===== src/hw/adcsq_pkg.sv =====
// Purpose: shared constants and types for the conversion sequencer
// Assumes: 8-bit register port, 4-bit register address
// Notes: offsets are register indexes on the plain port
package adcsq_pkg;
   localparam int ADDR_W = 4;
   localparam int DATA_W = 8;
   localparam int RES_W = 10;
   // register offsets
   localparam logic [3:0] OFF_CTRL = 4'h0;
   localparam logic [3:0] OFF_CLOCK_DIVIDER_SELECT = 4'h1;
   localparam logic [3:0] OFF_EVCTRL = 4'h2;
   localparam logic [3:0] OFF_COMMAND = 4'h3;
   localparam logic [3:0] OFF_INTEN = 4'h4;
   localparam logic [3:0] OFF_INTERRUPT_FLAGS_REG = 4'h5;
   localparam logic [3:0] OFF_RESLO = 4'h6;
   localparam logic [3:0] OFF_RESHI = 4'h7;
   localparam logic [3:0] OFF_INITDELAY = 4'h8;
   // field positions
   localparam int CTRL_ENABLE = 0;
   localparam int CTRL_FREERUN = 1;
   localparam int CTRL_RUNSTBY = 2;
   localparam int EV_START = 0;
   localparam int CMD_REQUEST = 0;
   localparam int CMD_INVALID = 1;
   localparam int FLAG_RESULT = 0;
   localparam int FLAG_WINDOW = 1;
   localparam int CLOCK_DIVIDER_SELECT_W = 3;
   // interrupt vector offsets
   localparam logic [7:0] VEC_RESULT = 8'h00;
   localparam logic [7:0] VEC_WINDOW = 8'h02;
   // reset values
   localparam logic [7:0] CTRL_RST = 8'h00;
   localparam logic [2:0] CLOCK_DIVIDER_SELECT_RST = 3'h0;
   localparam logic [7:0] INITDELAY_RST = 8'h00;
   // converter clock ticks per conversion
   localparam int CONV_TICKS = 11;
   localparam int CLOCK_DIVIDER_SELECT_CNT_W = 8;
   typedef enum logic [1:0] {ST_IDLE, ST_DELAY, ST_CONV} adcsq_state_t;
endpackage : adcsq_pkg


===== src/hw/adcsq_flag.sv =====
// Purpose: one sticky interrupt flag, write-one-to-clear
// Assumes: synchronous active-high reset
// Notes: a set in the clear cycle wins
`timescale 1ns/1ps
module adcsq_flag (
   // clock
   input wire logic sys_clk,
   input wire logic sys_rst,
   input wire logic clkEn,
   // control
   input wire logic setPulse,
   input wire logic clrPulse,
   output logic flag
);
   logic flag_reg;
   logic flag_next;

   always_comb begin
      flag_next = flag_reg;
      if (clrPulse) begin
         flag_next = 1'b0;
      end
      if (setPulse) begin
         flag_next = 1'b1;
      end
   end

   always_ff @(posedge sys_clk) begin
      if (sys_rst) begin
         flag_reg <= 1'b0;
      end else if (clkEn) begin
         flag_reg <= flag_next;
      end
   end

   assign flag = flag_reg;
endmodule : adcsq_flag


===== src/hw/adcsq_prescaler.sv =====
// Purpose: converter clock prescaler, factor 2 << select
// Assumes: run low holds the counter at zero
// Notes: tick marks the converter clock rising edge
`timescale 1ns/1ps
module adcsq_prescaler #(
   parameter int CNT_W = adcsq_pkg::CLOCK_DIVIDER_SELECT_CNT_W
) (
   // clock
   input wire logic sys_clk,
   input wire logic sys_rst,
   input wire logic clkEn,
   // control
   input wire logic run,
   input wire logic hold,
   input wire logic [adcsq_pkg::CLOCK_DIVIDER_SELECT_W-1:0] divSelect,
   // status
   output logic tick,
   output logic [CNT_W-1:0] count
);
   logic [CNT_W-1:0] cnt_reg;
   logic [CNT_W-1:0] cnt_next;
   logic [CNT_W:0] factor;
   logic [CNT_W-1:0] lastCnt;
   logic [CNT_W-1:0] halfCnt;

   always_comb begin
      factor = (CNT_W+1)'(2) << divSelect;
      lastCnt = CNT_W'(factor - (CNT_W+1)'(1));
      halfCnt = CNT_W'((factor >> 1) - (CNT_W+1)'(1));
      cnt_next = cnt_reg;
      if (!run) begin
         cnt_next = '0;
      end else if (!hold) begin
         cnt_next = (cnt_reg == lastCnt) ? '0 : cnt_reg + CNT_W'(1);
      end
   end

   always_ff @(posedge sys_clk) begin
      if (sys_rst) begin
         cnt_reg <= '0;
      end else if (clkEn) begin
         cnt_reg <= cnt_next;
      end
   end

   assign tick = run && !hold && (cnt_reg == halfCnt);
   assign count = cnt_reg;
endmodule : adcsq_prescaler


===== src/hw/adcsq_top.sv =====
// Purpose: conversion sequencer for an analog-to-digital converter
// Assumes: plain register port, 8-bit data, inputs synchronous to sys_clk
// Notes: analog core delivers data and window hit at conversion end
`timescale 1ns/1ps
module adcsq_top #(
   parameter int CONV_TICKS = adcsq_pkg::CONV_TICKS
) (
   // clock and reset
   input wire logic sys_clk,
   input wire logic sys_rst,
   input wire logic clkEn,
   // register port
   input wire logic [adcsq_pkg::ADDR_W-1:0] regAddr,
   input wire logic [adcsq_pkg::DATA_W-1:0] regWrData,
   input wire logic regWr,
   input wire logic regRd,
   output logic [adcsq_pkg::DATA_W-1:0] regRdData,
   // event and sleep
   input wire logic eventStart,
   input wire logic sleepStandby,
   input wire logic sleepPowerDown,
   // analog core
   input wire logic [adcsq_pkg::RES_W-1:0] adcData,
   input wire logic windowHit,
   output logic convBusy,
   // system
   output logic irq,
   output logic [7:0] irqVector,
   output logic clockRequest
);
   adcsq_pkg::adcsq_state_t state_reg, state_next;
   logic [7:0] ctrl_reg, ctrl_next;
   logic [2:0] clock_divider_select_reg, clock_divider_select_next;
   logic evEn_reg, evEn_next;
   logic [1:0] intEn_reg, intEn_next;
   logic [7:0] initDelay_reg, initDelay_next;
   logic request_reg, request_next;
   logic invalid_reg, invalid_next;
   logic paused_reg, paused_next;
   logic evPrev_reg, evPrev_next;
   logic [adcsq_pkg::RES_W-1:0] result_reg, result_next;
   logic [7:0] delayCnt_reg, delayCnt_next;
   logic [7:0] tickCnt_reg, tickCnt_next;
   logic [7:0] rdData_reg, rdData_next;
   logic irq_reg, irq_next;
   logic [7:0] vec_reg, vec_next;
   logic clkReq_reg, clkReq_next;
   logic busy_reg, busy_next;
   logic [1:0] arm_reg, arm_next;
   logic enable, freeRun, active, evRise, swStart, trigger, done, tick;
   logic [1:0] flags;
   logic [7:0] prescCount;
   logic wrFlags;

   assign enable = ctrl_reg[adcsq_pkg::CTRL_ENABLE];
   assign freeRun = ctrl_reg[adcsq_pkg::CTRL_FREERUN];
   assign active = enable && !(sleepStandby && !ctrl_reg[adcsq_pkg::CTRL_RUNSTBY]);
   assign evRise = eventStart && !evPrev_reg;
   assign swStart = regWr && regAddr == adcsq_pkg::OFF_COMMAND
      && regWrData[adcsq_pkg::CMD_REQUEST];
   assign trigger = (swStart || (evEn_reg && evRise)) && active
      && !sleepPowerDown && !request_reg;
   assign done = state_reg == adcsq_pkg::ST_CONV && tick && active
      && tickCnt_reg == 8'(CONV_TICKS - 1);
   assign wrFlags = regWr && regAddr == adcsq_pkg::OFF_INTERRUPT_FLAGS_REG;

   // converter clock, run only while a request is pending
   adcsq_prescaler #(.CNT_W(adcsq_pkg::CLOCK_DIVIDER_SELECT_CNT_W)) uPresc (
      .sys_clk(sys_clk),
      .sys_rst(sys_rst),
      .clkEn(clkEn),
      .run(enable && request_reg && arm_reg[1]),
      .hold(sleepPowerDown),
      .divSelect(clock_divider_select_reg),
      .tick(tick),
      .count(prescCount)
   );

   // sticky flags
   adcsq_flag uFlagResult (
      .sys_clk(sys_clk),
      .sys_rst(sys_rst),
      .clkEn(clkEn),
      .setPulse(done),
      .clrPulse(wrFlags && regWrData[adcsq_pkg::FLAG_RESULT]),
      .flag(flags[adcsq_pkg::FLAG_RESULT])
   );
   adcsq_flag uFlagWindow (
      .sys_clk(sys_clk),
      .sys_rst(sys_rst),
      .clkEn(clkEn),
      .setPulse(done && windowHit),
      .clrPulse(wrFlags && regWrData[adcsq_pkg::FLAG_WINDOW]),
      .flag(flags[adcsq_pkg::FLAG_WINDOW])
   );

   // register writes
   always_comb begin
      ctrl_next = ctrl_reg;
      clock_divider_select_next = clock_divider_select_reg;
      evEn_next = evEn_reg;
      intEn_next = intEn_reg;
      initDelay_next = initDelay_reg;
      if (regWr) begin
         case (regAddr)
            adcsq_pkg::OFF_CTRL: ctrl_next = regWrData & 8'h07;
            adcsq_pkg::OFF_CLOCK_DIVIDER_SELECT: clock_divider_select_next = regWrData[2:0];
            adcsq_pkg::OFF_EVCTRL: evEn_next = regWrData[adcsq_pkg::EV_START];
            adcsq_pkg::OFF_INTEN: intEn_next = regWrData[1:0];
            adcsq_pkg::OFF_INITDELAY: initDelay_next = regWrData;
            default: ctrl_next = ctrl_reg;
         endcase
      end
   end

   // sequencer
   always_comb begin
      state_next = state_reg;
      request_next = request_reg;
      invalid_next = invalid_reg;
      paused_next = paused_reg;
      result_next = result_reg;
      delayCnt_next = delayCnt_reg;
      tickCnt_next = tickCnt_reg;
      evPrev_next = eventStart;
      if (!active) begin
         state_next = adcsq_pkg::ST_IDLE;
         request_next = 1'b0;
         paused_next = 1'b0;
      end else begin
         if (trigger) begin
            request_next = 1'b1;
         end
         if (sleepPowerDown && state_reg == adcsq_pkg::ST_CONV) begin
            paused_next = 1'b1;
         end
         case (state_reg)
            adcsq_pkg::ST_IDLE: begin
               if (request_reg && tick) begin
                  tickCnt_next = 8'h00;
                  delayCnt_next = initDelay_reg;
                  state_next = (initDelay_reg != 8'h00) ? adcsq_pkg::ST_DELAY
                     : adcsq_pkg::ST_CONV;
               end
            end
            adcsq_pkg::ST_DELAY: begin
               if (tick) begin
                  delayCnt_next = delayCnt_reg - 8'h01;
                  if (delayCnt_reg == 8'h01) begin
                     state_next = adcsq_pkg::ST_CONV;
                  end
               end
            end
            adcsq_pkg::ST_CONV: begin
               if (tick) begin
                  tickCnt_next = tickCnt_reg + 8'h01;
               end
               if (done) begin
                  result_next = adcData;
                  invalid_next = paused_reg || sleepPowerDown;
                  paused_next = 1'b0;
                  tickCnt_next = 8'h00;
                  if (!freeRun) begin
                     request_next = 1'b0;
                     state_next = adcsq_pkg::ST_IDLE;
                  end
               end
            end
            default: state_next = adcsq_pkg::ST_IDLE;
         endcase
      end
      // two-cycle arm before the prescaler runs, fixed start delay
      arm_next = request_next ? {arm_reg[0], request_reg} : 2'h0;
   end

   // outputs
   always_comb begin
      rdData_next = 8'h00;
      if (regRd) begin
         case (regAddr)
            adcsq_pkg::OFF_CTRL: rdData_next = ctrl_reg;
            adcsq_pkg::OFF_CLOCK_DIVIDER_SELECT: rdData_next = {5'h00, clock_divider_select_reg};
            adcsq_pkg::OFF_EVCTRL: rdData_next = {7'h00, evEn_reg};
            adcsq_pkg::OFF_COMMAND: rdData_next = {6'h00, invalid_reg, request_reg};
            adcsq_pkg::OFF_INTEN: rdData_next = {6'h00, intEn_reg};
            adcsq_pkg::OFF_INTERRUPT_FLAGS_REG: rdData_next = {6'h00, flags};
            adcsq_pkg::OFF_RESLO: rdData_next = result_reg[7:0];
            adcsq_pkg::OFF_RESHI: rdData_next = {6'h00, result_reg[9:8]};
            adcsq_pkg::OFF_INITDELAY: rdData_next = initDelay_reg;
            default: rdData_next = 8'h00;
         endcase
      end
      irq_next = |(flags & intEn_reg);
      vec_next = (flags[adcsq_pkg::FLAG_RESULT] && intEn_reg[adcsq_pkg::FLAG_RESULT])
         ? adcsq_pkg::VEC_RESULT : adcsq_pkg::VEC_WINDOW;
      clkReq_next = request_reg && active;
      busy_next = state_next == adcsq_pkg::ST_CONV;
   end

   always_ff @(posedge sys_clk) begin
      if (sys_rst) begin
         state_reg <= adcsq_pkg::ST_IDLE;
         ctrl_reg <= adcsq_pkg::CTRL_RST;
         clock_divider_select_reg <= adcsq_pkg::CLOCK_DIVIDER_SELECT_RST;
         evEn_reg <= 1'b0;
         intEn_reg <= 2'h0;
         initDelay_reg <= adcsq_pkg::INITDELAY_RST;
         request_reg <= 1'b0;
         invalid_reg <= 1'b0;
         paused_reg <= 1'b0;
         evPrev_reg <= 1'b0;
         result_reg <= '0;
         delayCnt_reg <= 8'h00;
         tickCnt_reg <= 8'h00;
         rdData_reg <= 8'h00;
         irq_reg <= 1'b0;
         vec_reg <= 8'h00;
         clkReq_reg <= 1'b0;
         busy_reg <= 1'b0;
         arm_reg <= 2'h0;
      end else if (clkEn) begin
         state_reg <= state_next;
         ctrl_reg <= ctrl_next;
         clock_divider_select_reg <= clock_divider_select_next;
         evEn_reg <= evEn_next;
         intEn_reg <= intEn_next;
         initDelay_reg <= initDelay_next;
         request_reg <= request_next;
         invalid_reg <= invalid_next;
         paused_reg <= paused_next;
         evPrev_reg <= evPrev_next;
         result_reg <= result_next;
         delayCnt_reg <= delayCnt_next;
         tickCnt_reg <= tickCnt_next;
         rdData_reg <= rdData_next;
         irq_reg <= irq_next;
         vec_reg <= vec_next;
         clkReq_reg <= clkReq_next;
         busy_reg <= busy_next;
         arm_reg <= arm_next;
      end
   end

   assign regRdData = rdData_reg;
   assign irq = irq_reg;
   assign irqVector = vec_reg;
   assign clockRequest = clkReq_reg;
   assign convBusy = busy_reg;
endmodule : adcsq_top


===== config.mk =====
export PLATFORM = sky130hd
export DESIGN_NAME = adcsq_top
export DESIGN_NICKNAME = d
export VERILOG_FILES = /design/src/hw/adcsq_pkg.sv /design/src/hw/adcsq_flag.sv /design/src/hw/adcsq_prescaler.sv /design/src/hw/adcsq_top.sv
export SDC_FILE = /design/constraint.sdc
export NUM_CORES = 1
export LEC_CHECK = 0
export BUFFER_PORTS_ARGS = -buffer_cell sky130_fd_sc_hd__buf_2
export CAP_MARGIN = 20
export CORE_ASPECT_RATIO = 0.5
export CORE_MARGIN = 8
export CORE_UTILIZATION = 50
export DETAILED_ROUTE_END_ITERATION = 16
export PLACE_DENSITY = 0.7
export SYNTH_ARGS = -nofsm -noshare
export SYNTH_HDL_FRONTEND = slang
export SYNTH_SLANG_ARGS = --single-unit

===== constraint.sdc =====
create_clock -name sys_clk -period 4.13 [get_ports sys_clk]
set_input_delay 0.2065 -clock sys_clk [delete_from_list [all_inputs] [get_ports sys_clk]]
set_output_delay 0.2065 -clock sys_clk [all_outputs]
set_load 0.05 [all_outputs]

After elaboration in Yosys (flattened, before gate mapping) --
Index checks and enable logic that the tools add are counted.
Word-level totals: register bits 80, output and inout bits 19
Operators by class: add/subtract/negate cells 5, equal/unequal tests 19, shifts and indexed selects 1, mux-type cells 35, bitwise operators 1, reductions and logical operators 50
Operators by type and width (count):
- 8-bit 2-to-1 mux | 9
- 8-bit one-hot mux with 9 select lines | 1
- 8-bit one-hot mux with 2 select lines | 2
- 1-bit logical AND | 24
- 8-bit by 1-bit subtractor with 8-bit output (second input constant) | 3
- 2-bit 2-to-1 mux | 9
- 8-bit by 1-bit adder with 8-bit output (second input constant) | 2
- 4-bit by 3-bit == test with 1-bit output (second input constant) | 4
- 8-bit == test | 2
- 3-bit AND reduction | 5
- 1-bit 2-to-1 mux | 13
- 5-bit AND reduction | 2
- 2-bit by 3-bit left shift with 9-bit output (first input constant) | 1
- 4-bit by 2-bit == test with 1-bit output (second input constant) | 2
- 8-bit by 1-bit == test with 1-bit output (second input constant) | 1
- 8-bit by 4-bit == test with 1-bit output (second input constant) | 1
- 2-bit nonzero test | 4
- 8-bit nonzero test | 1
- 2-bit != test (second input constant) | 3
- 2-bit one-hot mux with 3 select lines | 1
- 2-bit AND reduction | 3
- 1-bit logical NOT | 5
- 2-bit == test (second input constant) | 2
- 4-bit by 1-bit == test with 1-bit output (second input constant) | 1
- other kinds (9) | 10

Logic depth before layout (Yosys ltp) --
Gate-level depths: netlist of run 1.
depth in word-level cells 13, gate-level depth with buffers 12, depth with buffers taken out 9

Cells and area by module --
From an unflattened synthesis of run 1, not the netlist that was laid out.
Second synthesis, totals: cell total of the unflattened synthesis 516, area total of the unflattened synthesis 4277.9 µm²
Modules (own cells, without submodules):
- adcsq_top | times used 1, cells each 399, area each 3374.5 µm², seq. area each 1261.2 µm²
- adcsq_prescaler | times used 1, cells each 109, area each 818.3 µm², seq. area each 160.2 µm²
- adcsq_flag | times used 2, cells each 4, area each 42.5 µm², seq. area each 20.0 µm²

Least setup slack after synthesis of run 1 --
No wires, ideal clock.
kind reg-to-reg, from register clock_divider_select_reg[0], to register result_reg[2] (netlist name), setup time 0.128 ns, data arrival time 2.911 ns, data required time 4.002 ns, slack 1.092 ns, stages on the path, launching flop included 13, path buffers 4, period minus slack after synthesis 3.038 ns, cell sequence dfxtp_1 buf_2 buf_4 or3_1 ha_1 buf_6 xor2_2 mux2i_1 o211ai_1 a2111oi_4 buf_6 mux2i_1 nor2_1
Between the ends: cells in the longest elaborated chain, start to end 8
Ends and longest elaborated chain:
- start, declared | line adcsq_top.sv:33 | logic [2:0] clock_divider_select_reg, clock_divider_select_next;
- start signal, assigned | line adcsq_top.sv:204 | clock_divider_select_reg <= adcsq_pkg::CLOCK_DIVIDER_SELECT_RST;
- start signal, assigned | line adcsq_top.sv:224 | clock_divider_select_reg <= clock_divider_select_next;
- 2-bit by 3-bit left shift with 9-bit output | line adcsq_prescaler.sv:27 | factor = (CNT_W+1)'(2) << divSelect;
- 8-bit by 1-bit subtractor with 8-bit output | line adcsq_prescaler.sv:29 | halfCnt = CNT_W'((factor >> 1) - (CNT_W+1)'(1));
- 8-bit == test | line adcsq_prescaler.sv:46 | assign tick = run && !hold && (cnt_reg == halfCnt);
- 1-bit logical AND | line adcsq_prescaler.sv:46
- 1-bit logical AND (2 in a row) | line adcsq_top.sv:63 | assign done = state_reg == adcsq_pkg::ST_CONV && tick && active
- 1-bit logical AND | line adcsq_top.sv:64 | && tickCnt_reg == 8'(CONV_TICKS - 1);
- 4-bit AND reduction (no source line)
- end signal, assigned | line adcsq_top.sv:232 | result_reg <= result_next;
- end, declared | line adcsq_top.sv:41 | logic [adcsq_pkg::RES_W-1:0] result_reg, result_next;
No other way between the ends. A chain may end at the register's enable or synchronous reset.

Worst setup path in the final report of run 1 --
from register clock_divider_select_reg[1], to register tickCnt_reg[0]
Between the ends: cells in the longest elaborated chain, start to end 9
Ends and longest elaborated chain:
- 2-bit by 3-bit left shift with 9-bit output * | line adcsq_prescaler.sv:27
- 8-bit by 1-bit subtractor with 8-bit output * | line adcsq_prescaler.sv:29
- 8-bit == test * | line adcsq_prescaler.sv:46
- 1-bit logical AND * | line adcsq_prescaler.sv:46
- 1-bit logical AND (2 in a row) | line adcsq_top.sv:63
- 1-bit logical AND | line adcsq_top.sv:64
- 3-bit != test (no source line) or 8-bit 2-to-1 mux (tied branches)
- 5-bit AND reduction (no source line) or 8-bit one-hot mux with 2 select lines (tied branches)
- end signal, assigned | line adcsq_top.sv:234 | tickCnt_reg <= tickCnt_next;
- end, declared | line adcsq_top.sv:43 | logic [7:0] tickCnt_reg, tickCnt_next;
Mark *: on every way between the ends. The rest lies on a longest branch, timed or not.

==> results of run 1 <==
-- kinds of logic after synthesis --
| family | Yosys count | share of synthesized area, % |
|---|---|---|
| simple gates | 221 | 27.9 |
| mux | 31 | 7.36 |
| buf+inv | 53 | 5.93 |
| other cells | 1 | 0.0875 |
| flops | 73 | 34.1 |
| compound gates | 122 | 19.7 |
| fa+ha+maj | 6 | 1.75 |
| xor+xnor | 14 | 3.21 |
-- worst max-delay path, stage by stage (launching register included) --
cell,delay (ps)
sky130_fd_sc_hd__dfxtp_1,660
sky130_fd_sc_hd__or3_1,220
sky130_fd_sc_hd__ha_1,440
sky130_fd_sc_hd__xor2_2,260
sky130_fd_sc_hd__mux2i_1,330
sky130_fd_sc_hd__o2111ai_1,350
sky130_fd_sc_hd__nor4_2,490
sky130_fd_sc_hd__nor2_2,160
sky130_fd_sc_hd__mux2_2,300
-- power groups by stage --
stage	sequential [W]	clock (W)	combinational [W]
floorplan	0.000731	0	0.0000724
global placement	0.000727	0	0.000101
detailed placement	0.000728	0	0.000101
CTS	0.000712	0.000858	0.000101
global route	0.000712	0.000885	0.000110
finish	0.000712	0.000841	0.000102
-- cell usage in the layout, fill, tap and decap left out, drive strengths merged, types with 3 or more instances in the layout --
master and instances:
dfxtp 73, a22oi 10, mux2i 27, xnor2 9, o21ai 24, nor4 5
buf 44, nor4b 3, a22o 10, or3 7, mux2 4, a32oi 3
o211ai 4, ha 6, nand3 16, nand4b 6, o31ai 4, inv 13
conb 7, nand2 41, nand4 3, a211oi 3, and3 5, nor3 12
nand3b 7, a21o 4, nor3b 4, nand2b 11, and2 3, nor2b 11
a21bo 3, a21oi 30, a31oi 5, clkbuf 9, nor2 71, or4 6
xor2 5
-- through the flow --
stage          hold WS (ps)  instance area [um2]  setup WS (ps)  cells
3_5_place_dp            449                 4470            835    647
3_3_place_gp            440                 4470            927    647
6_report               99.1                 4790            790    662
2_1_floorplan           347                 4310           1090    527
5_1_grt                 111                 4790            432    662
4_1_cts                88.6                 4790            815    662
-- area by class of cell --
type / count / area, um2
inverters: 12 / 45.0
well taps: 117 / 146
clock buffers: 9 / 225
fillers: 792 / 3740
repair buffers: 44 / 225
flip-flops and latches: 73 / 1460
multi-input cells: 401 / 2590
clock inverters: 6 / 92.6
-- routing by layer --
metal | vias to the layer above | GRT usage, % | routed length [um]
li1 | 1917 | - | -
met5 | - | 0 | 0
met1 | 1758 | 24.2 | 5250
met3 | 11 | 4.84 | 554
met2 | 92 | 28.4 | 4450
met4 | 0 | 5.45 | 119
-- how the worst max path moves through the flow --
stage,start,to,slack [ps]
2_1_floorplan,clock_divider_select_reg[0],result_reg[2],1090
4_1_cts,clock_divider_select_reg[1],tickCnt_reg[0],810
6_report,clock_divider_select_reg[1],tickCnt_reg[0],790
3_5_place_dp,clock_divider_select_reg[1],tickCnt_reg[0],830
5_1_grt,clock_divider_select_reg[1],tickCnt_reg[5],430
3_3_place_gp,clock_divider_select_reg[1],arm_reg[1],930
==> run summary, run 1 <==
The antenna diode count is 0, and the average cell area after synthesis is 8.23 um2. The time the worst path needs with I/O delays and setup is 3340 ps, and the clock latency reported for the late side of the worst-skew pair is 340 ps. The synthesized design contains 0 enable-type register cells. The worst setup path is captured at a register. Post-cts repair resize count: 0. The tools report the maximum number of pins on one net before global-route repair as 66. The clock network is responsible for 50.8% of the overall power. The last weighted congestion value of the routability-driven placer was 0.796; the share of synthesized registers carrying an async set or reset was 0%. In this run the worst hold path is classified as primary input to register.

By instance count, the leading cell after synthesis is sky130_fd_sc_hd__dfxtp_1. The clock net in this run drives a total of 73 sinks. After detailed routing, the number of remaining DRC violations is 0.

The tools report the total negative slack as 0 ps. Dividing the detail-routed via count by the number of cells gives 5.71. The worst setup path category is register to register.

Across the VDD grid, the largest voltage drop is 0.259 mV. In this run the vertical extent of the chip is 81.5 um. The overall overflow remaining after global route is 0. Ranked by total cell area, the synthesized netlist is headed by sky130_fd_sc_hd__dfxtp_1, sky130_fd_sc_hd__mux2i_1, sky130_fd_sc_hd__nor2_1. The primary flip-flop cell chosen by synthesis mapping is sky130_fd_sc_hd__dfxtp_1. Counting along the longest clock path gives a buffer depth of 2. The tools report the post-DP HPWL as 7230 um. In this run the power density over the cells is 346 nW/um2. The flip-flop and latch count after synthesis is 73, and the net switching power is 0.000389 W. Share of synthesized area occupied by flip-flops and latches: 34.1%. The worst register-to-register path begins at clock_divider_select_reg[1].

In this run the critical register-to-register path is captured at tickCnt_reg[0]. The top-level port count was 50. By count the netlist is led by sky130_fd_sc_hd__dfxtp_1, sky130_fd_sc_hd__nor2_1, sky130_fd_sc_hd__nand2_1.

The critical path startpoint category was a register. The startpoint identified for the worst hold timing path is adcData[3]. Of the cells placed in the final design, the portion with a size suffix greater than 1 is 14.3%. Post-detailed-route wirelength per cell: 15.7 um. For the number of max-slew violations in the final report, the log shows 0. For the worst setup path, the data required time is 4360 ps. The hold buffer count at CTS came out at 0. The internal power of the cells totals 0.00127 W.

The floorplan has 24 rows. Before antenna repair, the detailed router went through 4 iterations. For the final database, setup skew stands at 6.35 ps. The cell count of the worst reg-to-reg path was 8.

TritonCTS built the clock tree. The count of nets left with antenna violations once routing finished came out at 0. Count of endpoints failing hold in the final timing report: 0. The worst path uses 80.9% of the clock period.

The worst hold path terminates at result_reg[3]. For this block, the routed nets add up to 10400 um of wire. The floorplan step defined a die boundary enclosing 12000 um2. For the starting density of the core, the log shows 50.3%.

The maximum fanout along the worst path is 17, and the initial DRC count is 292. The flow ran to the end, and the final reports show no timing, DRC or antenna violations. Of the total power, the share spent switching nets is 23.5%. The first global-routing pass estimated 17700 um of wire. The design draws 0.00165 W.

The total via count in the routed design is 3778. The leakage power is 1.85 nW, and the data arrival time of the critical path is 3570 ps. The area growth from synthesis to layout is 11.7%, and the count of max-cap constraint violations is 0. The number of cells on the worst hold path is 3, and the setup-violating endpoint count in the final report is 0.

The clock tree synthesis step divided the H-tree into 3 levels. The run gives 0 as the total setup buffers inserted after CTS. Clock-pin slew was measured on the worst setup and hold paths at 60 ps.

The logs give 0 for the number of antenna violations at the first check in global routing and 299 MHz for the achievable clock frequency. In this run the biggest area consumer among cell types represents 34.1% of the synthesized area. After synthesis, the netlist uses 72 different library cells. The biggest area consumer among synthesized cells was sky130_fd_sc_hd__dfxtp_1.

The run gives 3623 as the via count of the first global-routing pass. Global routing used 18.1% of the available tracks. Per report_power, the sequential group accounts for 43.0% of the total. For the instance count of the mapped netlist, the log shows 521.

The die is 147 um wide. In this run the tool buffered the top-level ports with 42 buffer cells. The max-slew headroom at the worst pin is 34.2%. The flip-flop count of the largest register after layout came out at 10. Setup repair after global routing left no endpoint under its margin. The floorplan step defined a core boundary enclosing 8530 um2. For the pin with the worst max-slew slack, the measured transition is 980 ps. For this run, the post-layout net count is 578. The run gives 790 ps as the internal reg-to-reg setup slack. The mapped netlist covers 4290 um2.

In this run, CTS created clock tree buffers numbering 9. The run gives 56.2% as the core utilization of the finished layout. For this run, the number of Yosys warnings is 0. The tools report the clock root buffer as sky130_fd_sc_hd__clkbuf_16.

The tools report the combinational share of power as 6.2%.
(Power assumes the default switching activity.)
==> run 2: changes to the inputs <==
clock period = 3.25 ns   (was 4.13 ns; I/O delays follow)
==> run 2 against run 1 <==
Total power increased by 27%; clock power is 27% higher; cell count up 0.60%; non-clock buffer count up 4; utilization grew 0.54 points; critical path type unchanged.
==> run summary, run 2 (synthesized netlist as in run 1, its figures left out) <==
Measured in cells, the most critical reg-to-reg path has a length of 8. The flip-flop count of the largest register after layout is 10, and the die height is 81.5 um. For the global-route wire length before repair, the log shows 17200 um. Leaving out fill and tap cells, the most frequent cells in the layout are sky130_fd_sc_hd__dfxtp_1, sky130_fd_sc_hd__nor2_1, sky130_fd_sc_hd__buf_2, sky130_fd_sc_hd__nand2_1, sky130_fd_sc_hd__a21oi_1. After floorplanning, the core was sized to cover 8530 um2. Total negative slack: 0 ps. The post-DP HPWL was 7210 um. Once placement completed, the tool counted placed cells totaling 651. Clock-pin slew was measured on the worst setup and hold paths at 60 ps.

The logs give 162 ps for the pre-CTS setup slack and 346 for the initial DRC count. The clock net sink count was 73. The worst setup path is of the register to register kind. The data arrival time of the critical path was 3280 ps. Across all layers, the routed design uses 3784 vias. The placed instances occupy a cell area of 4500 um2. The min-delay analysis places its worst path in the category primary input to register.

The run gives 24 as the cell row count. For the maximum number of pins on one net before global-route repair, the log shows 60. The run gives 0 as the number of antenna violations at the first check in global routing.

The antenna diode count is 0. The flow ran to the end, and the final reports show no timing, DRC or antenna violations. The count of cells in the finished layout, fillers not included, comes to 666. The clock root buffer was sky130_fd_sc_hd__clkbuf_16. For this design the top-level I/O count stands at 50. The area growth from synthesis to layout is 12.8%. Fill cells in the final layout number 805.

Along the worst path, the maximum fanout reaches 13. After clock tree synthesis, the setup repair step added 0 buffers. The remaining antenna violation count is 0. At the later pin of the worst-skew pair, clock insertion delay measures 340 ps. For this design the static power due to leakage is 1.87 nW. The buffer levels on the longest clock path came out at 2.

In this run the worst setup path begins at clock_divider_select_reg[2]. Share of the clock period used by the worst path after layout: 94.8%. The achievable clock frequency was 324 MHz. The setup check on the worst reg-to-reg path leaves a slack of 170 ps. Buffers placed on the I/O ports in this run total 42.

The die covers 12000 um2. Of the cells placed in the final design, the portion with a size suffix greater than 1 is 15.3%. The floorplan step set the die width to 147 um. The mean number of vias per cell was 5.68. In the final layout, flip-flops and latches occupy 1460 um2.

The global-route usage over all layers is 17.6%. The count of TritonRoute iterations in the first routing pass was 4; the number of cells on the critical path was 8. The worst setup path is launched from a register. The worst path meets setup with 168 ps of slack.

The endpoint identified for the worst register-to-register timing path is arm_reg[0]. At the worst endpoint, the required time is 3450 ps. The initial utilization of the core area, before any placement, comes to 50.3%.

Headroom to the max-slew limit came out at 30.1%. Across the VDD grid, the largest voltage drop is 0.258 mV. The worst register-to-register path begins at clock_divider_select_reg[2].

The run gives 9 as the number of clock buffers inserted by TritonCTS. After detailed routing, the total wire length is 10200 um. Family of cells with the greatest summed delay on the critical path: simple AND/OR/NAND/NOR gates.

The count of max-cap constraint violations was 0. The tools report the timing endpoint of the critical path as arm_reg[0]. For the number of max-slew violations in the final report, the log shows 0. Setup violations remaining at the end of the flow were counted as 0.

The overall overflow remaining after global route is 0, and the H-tree depth is 3. The delay of the slowest cell on the worst path was 600 ps; the final design area excluding fillers was 4840 um2. The clock skew after layout is 9.47 ps. Setup repair after global routing left no endpoint under its margin. The count of endpoints failing hold in the final timing report came out at 0.

Critical path's slowest cell: sky130_fd_sc_hd__or4_1. The signal on the critical path passes through or3_1 > ha_1 > xor2_2 > mux2i_2 > o2111ai_2 > or4_1 > a32oi_1 > nor2_1. Power spread over the standard cell area amounts to 435 nW/um2. The via count of the first global-routing pass is 3556. The buffers plus inverters on the worst setup path is 0. For the number of remaining DRC errors, the log shows 0. The post-detailed-route wirelength per cell works out to 15.3 um. The worst-margin pin slew is 1040 ps, and the area of the multi-input gates is 2610 um2.

The worst setup path is captured at a register. Leaving out fill and tap cells, the most frequent cell in the layout is sky130_fd_sc_hd__dfxtp_1. The last weighted congestion value of the routability-driven placer was 0.828. The clock period could shrink to 3080 ps. TritonCTS built the clock tree. The final layout net count came out at 582.
## run 2: worst min-delay path by stage
| stage | startpoint | endpoint | slack [ps] | cells after the start |
|---|---|---|---|---|
| final | regWrData[4] | initDelay_reg[4] | 50 | 3 |
| after CTS | regWrData[4] | initDelay_reg[4] | 40 | 3 |
| after global routing | adcData[6] | result_reg[6] | 70 | 3 |
| after detailed placement | regWrData[4] | initDelay_reg[4] | 400 | 3 |
| after floorplan | windowHit | uFlagWindow.flag | 300 | 2 |
| after global placement | adcData[6] | result_reg[6] | 400 | 3 |
## run 2: area by class of cell
| type | instances | area share, % |
|---|---|---|
| multi-input cells | 401 | 54.0 |
| flip-flops and latches | 73 | 30.2 |
| repair buffers | 48 | 5.28 |
| clock buffers | 9 | 4.66 |
| well taps | 117 | 3.03 |
| clock inverters | 6 | 1.86 |
| inverters | 12 | 0.931 |
## run 2: where the power goes
group,leakage [nW],internal (W),switching (W)
combinational,1.13,0.0000382,0.0000930
clock,0.152,0.000671,0.000395
sequential,0.589,0.000900,0.00000406
## run 2: worst register-to-register path, delay by kind of cell, from the launching register on
family,cells,cell delay [ps]
AOI/OAI and AO/OA,2,490
xor gates and xnor gates,1,300
adders and majority gates,1,370
DFF,1,350
muxes,1,330
and+or+nand+nor,3,1090
## run 2: timing repair
item,in CTS,in global routing
endpoints found under the setup margin,0,14
hold buffers,0,0
gates resized for setup,0,4
## run 2: layer usage
layer  track usage [%]  part of all wire, %  vias to the layer above
li1                  -                    -                     1917
met1              23.2                   51                     1756
met2              27.4                   42                      101
met3              6.38                  6.0                       10
met4              3.73                 0.76                        0
met5                 0                    0                        -
## run 2: metrics by stage
step,utilization [%],hold slack [ps],total power [W]
6_report,56.7,50.4,0.00210
5_1_grt,56.7,66.4,0.00217
4_1_cts,56.5,43.0,0.00212
3_5_place_dp,52.8,401,0.00105
3_3_place_gp,52.8,395,0.00105
2_1_floorplan,-,303,0.00102
==> run 3: changes to the inputs <==
==> constraint.sdc (replaced) <==
create_clock -name sys_clk -period 3.25 [get_ports sys_clk]
set_input_delay 0.65 -clock sys_clk [delete_from_list [all_inputs] [get_ports sys_clk]]
set_output_delay 0.65 -clock sys_clk [all_outputs]
set_load 0.05 [all_outputs]
==> run 3 against run 2 <==
Hold slack gained 410 ps; worst setup slack got worse by 22 ps; combinational power is essentially flat; first-iteration DRC count down 8.1%; flip-flop and latch count stayed put.
==> run summary, run 3 (synthesized netlist as in run 1, its figures left out) <==
The hold buffer count at CTS was 0. The power density over the cells came out at 422 nW/um2. The critical path goes through or3_1 > ha_1 > xor2_2 > mux2i_2 > o2111ai_2 > or4_1 > a32oi_1 > nor2_1.

In the final routed layout, each cell accounts on average for 15.4 um. The logs give 3496 for the via count of the first global-routing pass and 24 for the cell row count. From bottom edge to top edge, the die measures 81.5 um. The tools report the number of max-slew violations in the final report as 0.

CTS built an H-tree with a depth of 3. The post-DP HPWL was 7250 um. The run gives 0 as the number of remaining DRC errors.

The number of clock buffers inserted by TritonCTS is 9. By startpoint and endpoint, the worst setup path is classified as register to register. The layout has 816 filler cells.

The clock passes through at most 2 buffers. The run finished with clean final reports. The initial utilization of the core area, before any placement, comes to 50.3%. Global routing consumed, over all layers together, 17.4% of the routing resources.

Clock root buffer: sky130_fd_sc_hd__clkbuf_16. After clock tree synthesis, the clock-pin slew on the worst setup and hold paths is 60 ps. The time the worst path needs with I/O delays and setup is 3100 ps, and the remaining antenna violation count is 0. Of all nets on the critical path, the largest fanout is 13.

STA puts the critical path data arrival time at 3310 ps. Across the whole layout, storage elements account for 1460 um2. Type of the tightest min-delay check: register to register. The max-slew headroom at the worst pin was 31.0%; the width of the chip was 147 um.

For the worst voltage drop across the vdd grid, the log shows 0.332 mV. The critical path's slowest cell was sky130_fd_sc_hd__or4_1. Across the run, the number of max-cap violations was 0. In this run the standard cell core region covers 8530 um2. The final hold slack is 464 ps. TritonCTS built the clock tree. The area of the multi-input gates was 2610 um2.

For this run, the detailed router's first-pass iteration total came to 4. The number of antenna diodes in the final layout is 0. Of the cells placed in the final design, the portion with a size suffix greater than 1 is 15.3%. The tree built by TritonCTS fans out to 73 sinks. Summed over all layers, the global routing overflow is 0. STA puts the critical path data required time at 3450 ps. For the total via count in the routed design, the log shows 3795. The tools report the endpoint kind of the worst setup timing path as a register. The library cell used most frequently in the layout, excluding fill and tap cells, is sky130_fd_sc_hd__dfxtp_1. The hold path startpoint is clockRequest. The share of the clock period used by the worst path after layout was 95.5%. Worst reg2reg path startpoint: clock_divider_select_reg[2]. The top cell types in the final layout, fill and taps aside, are sky130_fd_sc_hd__dfxtp_1, sky130_fd_sc_hd__nor2_1, sky130_fd_sc_hd__buf_2, sky130_fd_sc_hd__nand2_1, sky130_fd_sc_hd__a21oi_1.

On the worst path, the slowest cell contributes a delay of 610 ps. The die area was 12000 um2. The first global-routing pass estimated 17000 um of wire. The critical path startpoint category was a register. The register with the most flip-flops in the layout has 10 of them. For this design the static power due to leakage is 1.86 nW. The achievable clock frequency was 322 MHz; the final layout net count was 582.

The count of endpoints failing hold in the final timing report was 0. Entering global routing, the biggest net connects 60 pins. Tracing the worst setup path back leads to its startpoint at clock_divider_select_reg[2]. The worst-margin pin slew was 1030 ps. The setup-violating endpoint count in the final report is 0. The number of antenna violations at the first check in global routing came out at 0. The area growth from synthesis to layout is 12.4%. Pin placement for this block handled 50 I/O pins. At the later pin of the worst-skew pair, clock insertion delay measures 340 ps.

After detailed routing, the number of vias per cell comes to 5.69. After detailed routing, the total wire length is 10300 um. The power consumption was 0.00203 W. The last weighted congestion value of the routability-driven placer is 0.833, and the clock skew after layout is 7.50 ps. During placement, the flow inserted port buffers numbering 42. The detailed router finished its first iteration with 318 violations.
## run 3: power by group
group / switching, W / internal (W)
clock: 0.000401 / 0.000597
combinational: 0.0000934 / 0.0000382
sequential: 0.00000407 / 0.000899
## run 3: worst paths after layout
check / to / slack [ps] / cells after the start
worst max-delay path: arm_reg[0] / 150 / 8
worst min-delay path: clockRequest / 460 / 2
worst max register to register: arm_reg[0] / 150 / 8
worst min register to register: clockRequest / 460 / 2
## run 3: final cells by class
class                   count  area share, %
multi-input cells         401           54.2
flip-flops and latches     73           30.3
inverters                  12          0.935
clock inverters             6           1.40
well taps                 117           3.04
clock buffers              10           4.75
repair buffers             48           5.30
## run 3: what timing repair did
item | in CTS | in global routing
buffers inserted | 0 | 0
setup endpoints to repair | 0 | 11
resized for setup | 0 | 3
## run 3: metrics by stage
stage          setup TNS, ps  utilization (%)  setup WS [ps]  instance area, um2  std cells
2_1_floorplan              0                -            212                4310        527
3_3_place_gp               0             52.8            221                4500        651
3_5_place_dp               0             52.8            113                4500        651
4_1_cts                    0             56.3           98.4                4800        667
5_1_grt                -8.21             56.5          -8.21                4820        667
6_report                   0             56.5            146                4820        667
## run 3: layer usage
metal	GRT usage, %	wire [um]	part of all wire [%]	up-vias
met5	0	0	0	-
met4	4.54	105	1.0	0
met3	4.84	475	4.6	12
met2	27.5	4420	43	75
met1	23.2	5260	51	1789
li1	-	-	-	1919
## run 3: critical path: cells and delay by family, from the launching register on
kind	cells	cell delay (ps)
compound gates	2	490
fa+ha+maj	1	370
simple gates	3	1100
flops	1	360
mux	1	340
xor+xnor	1	310
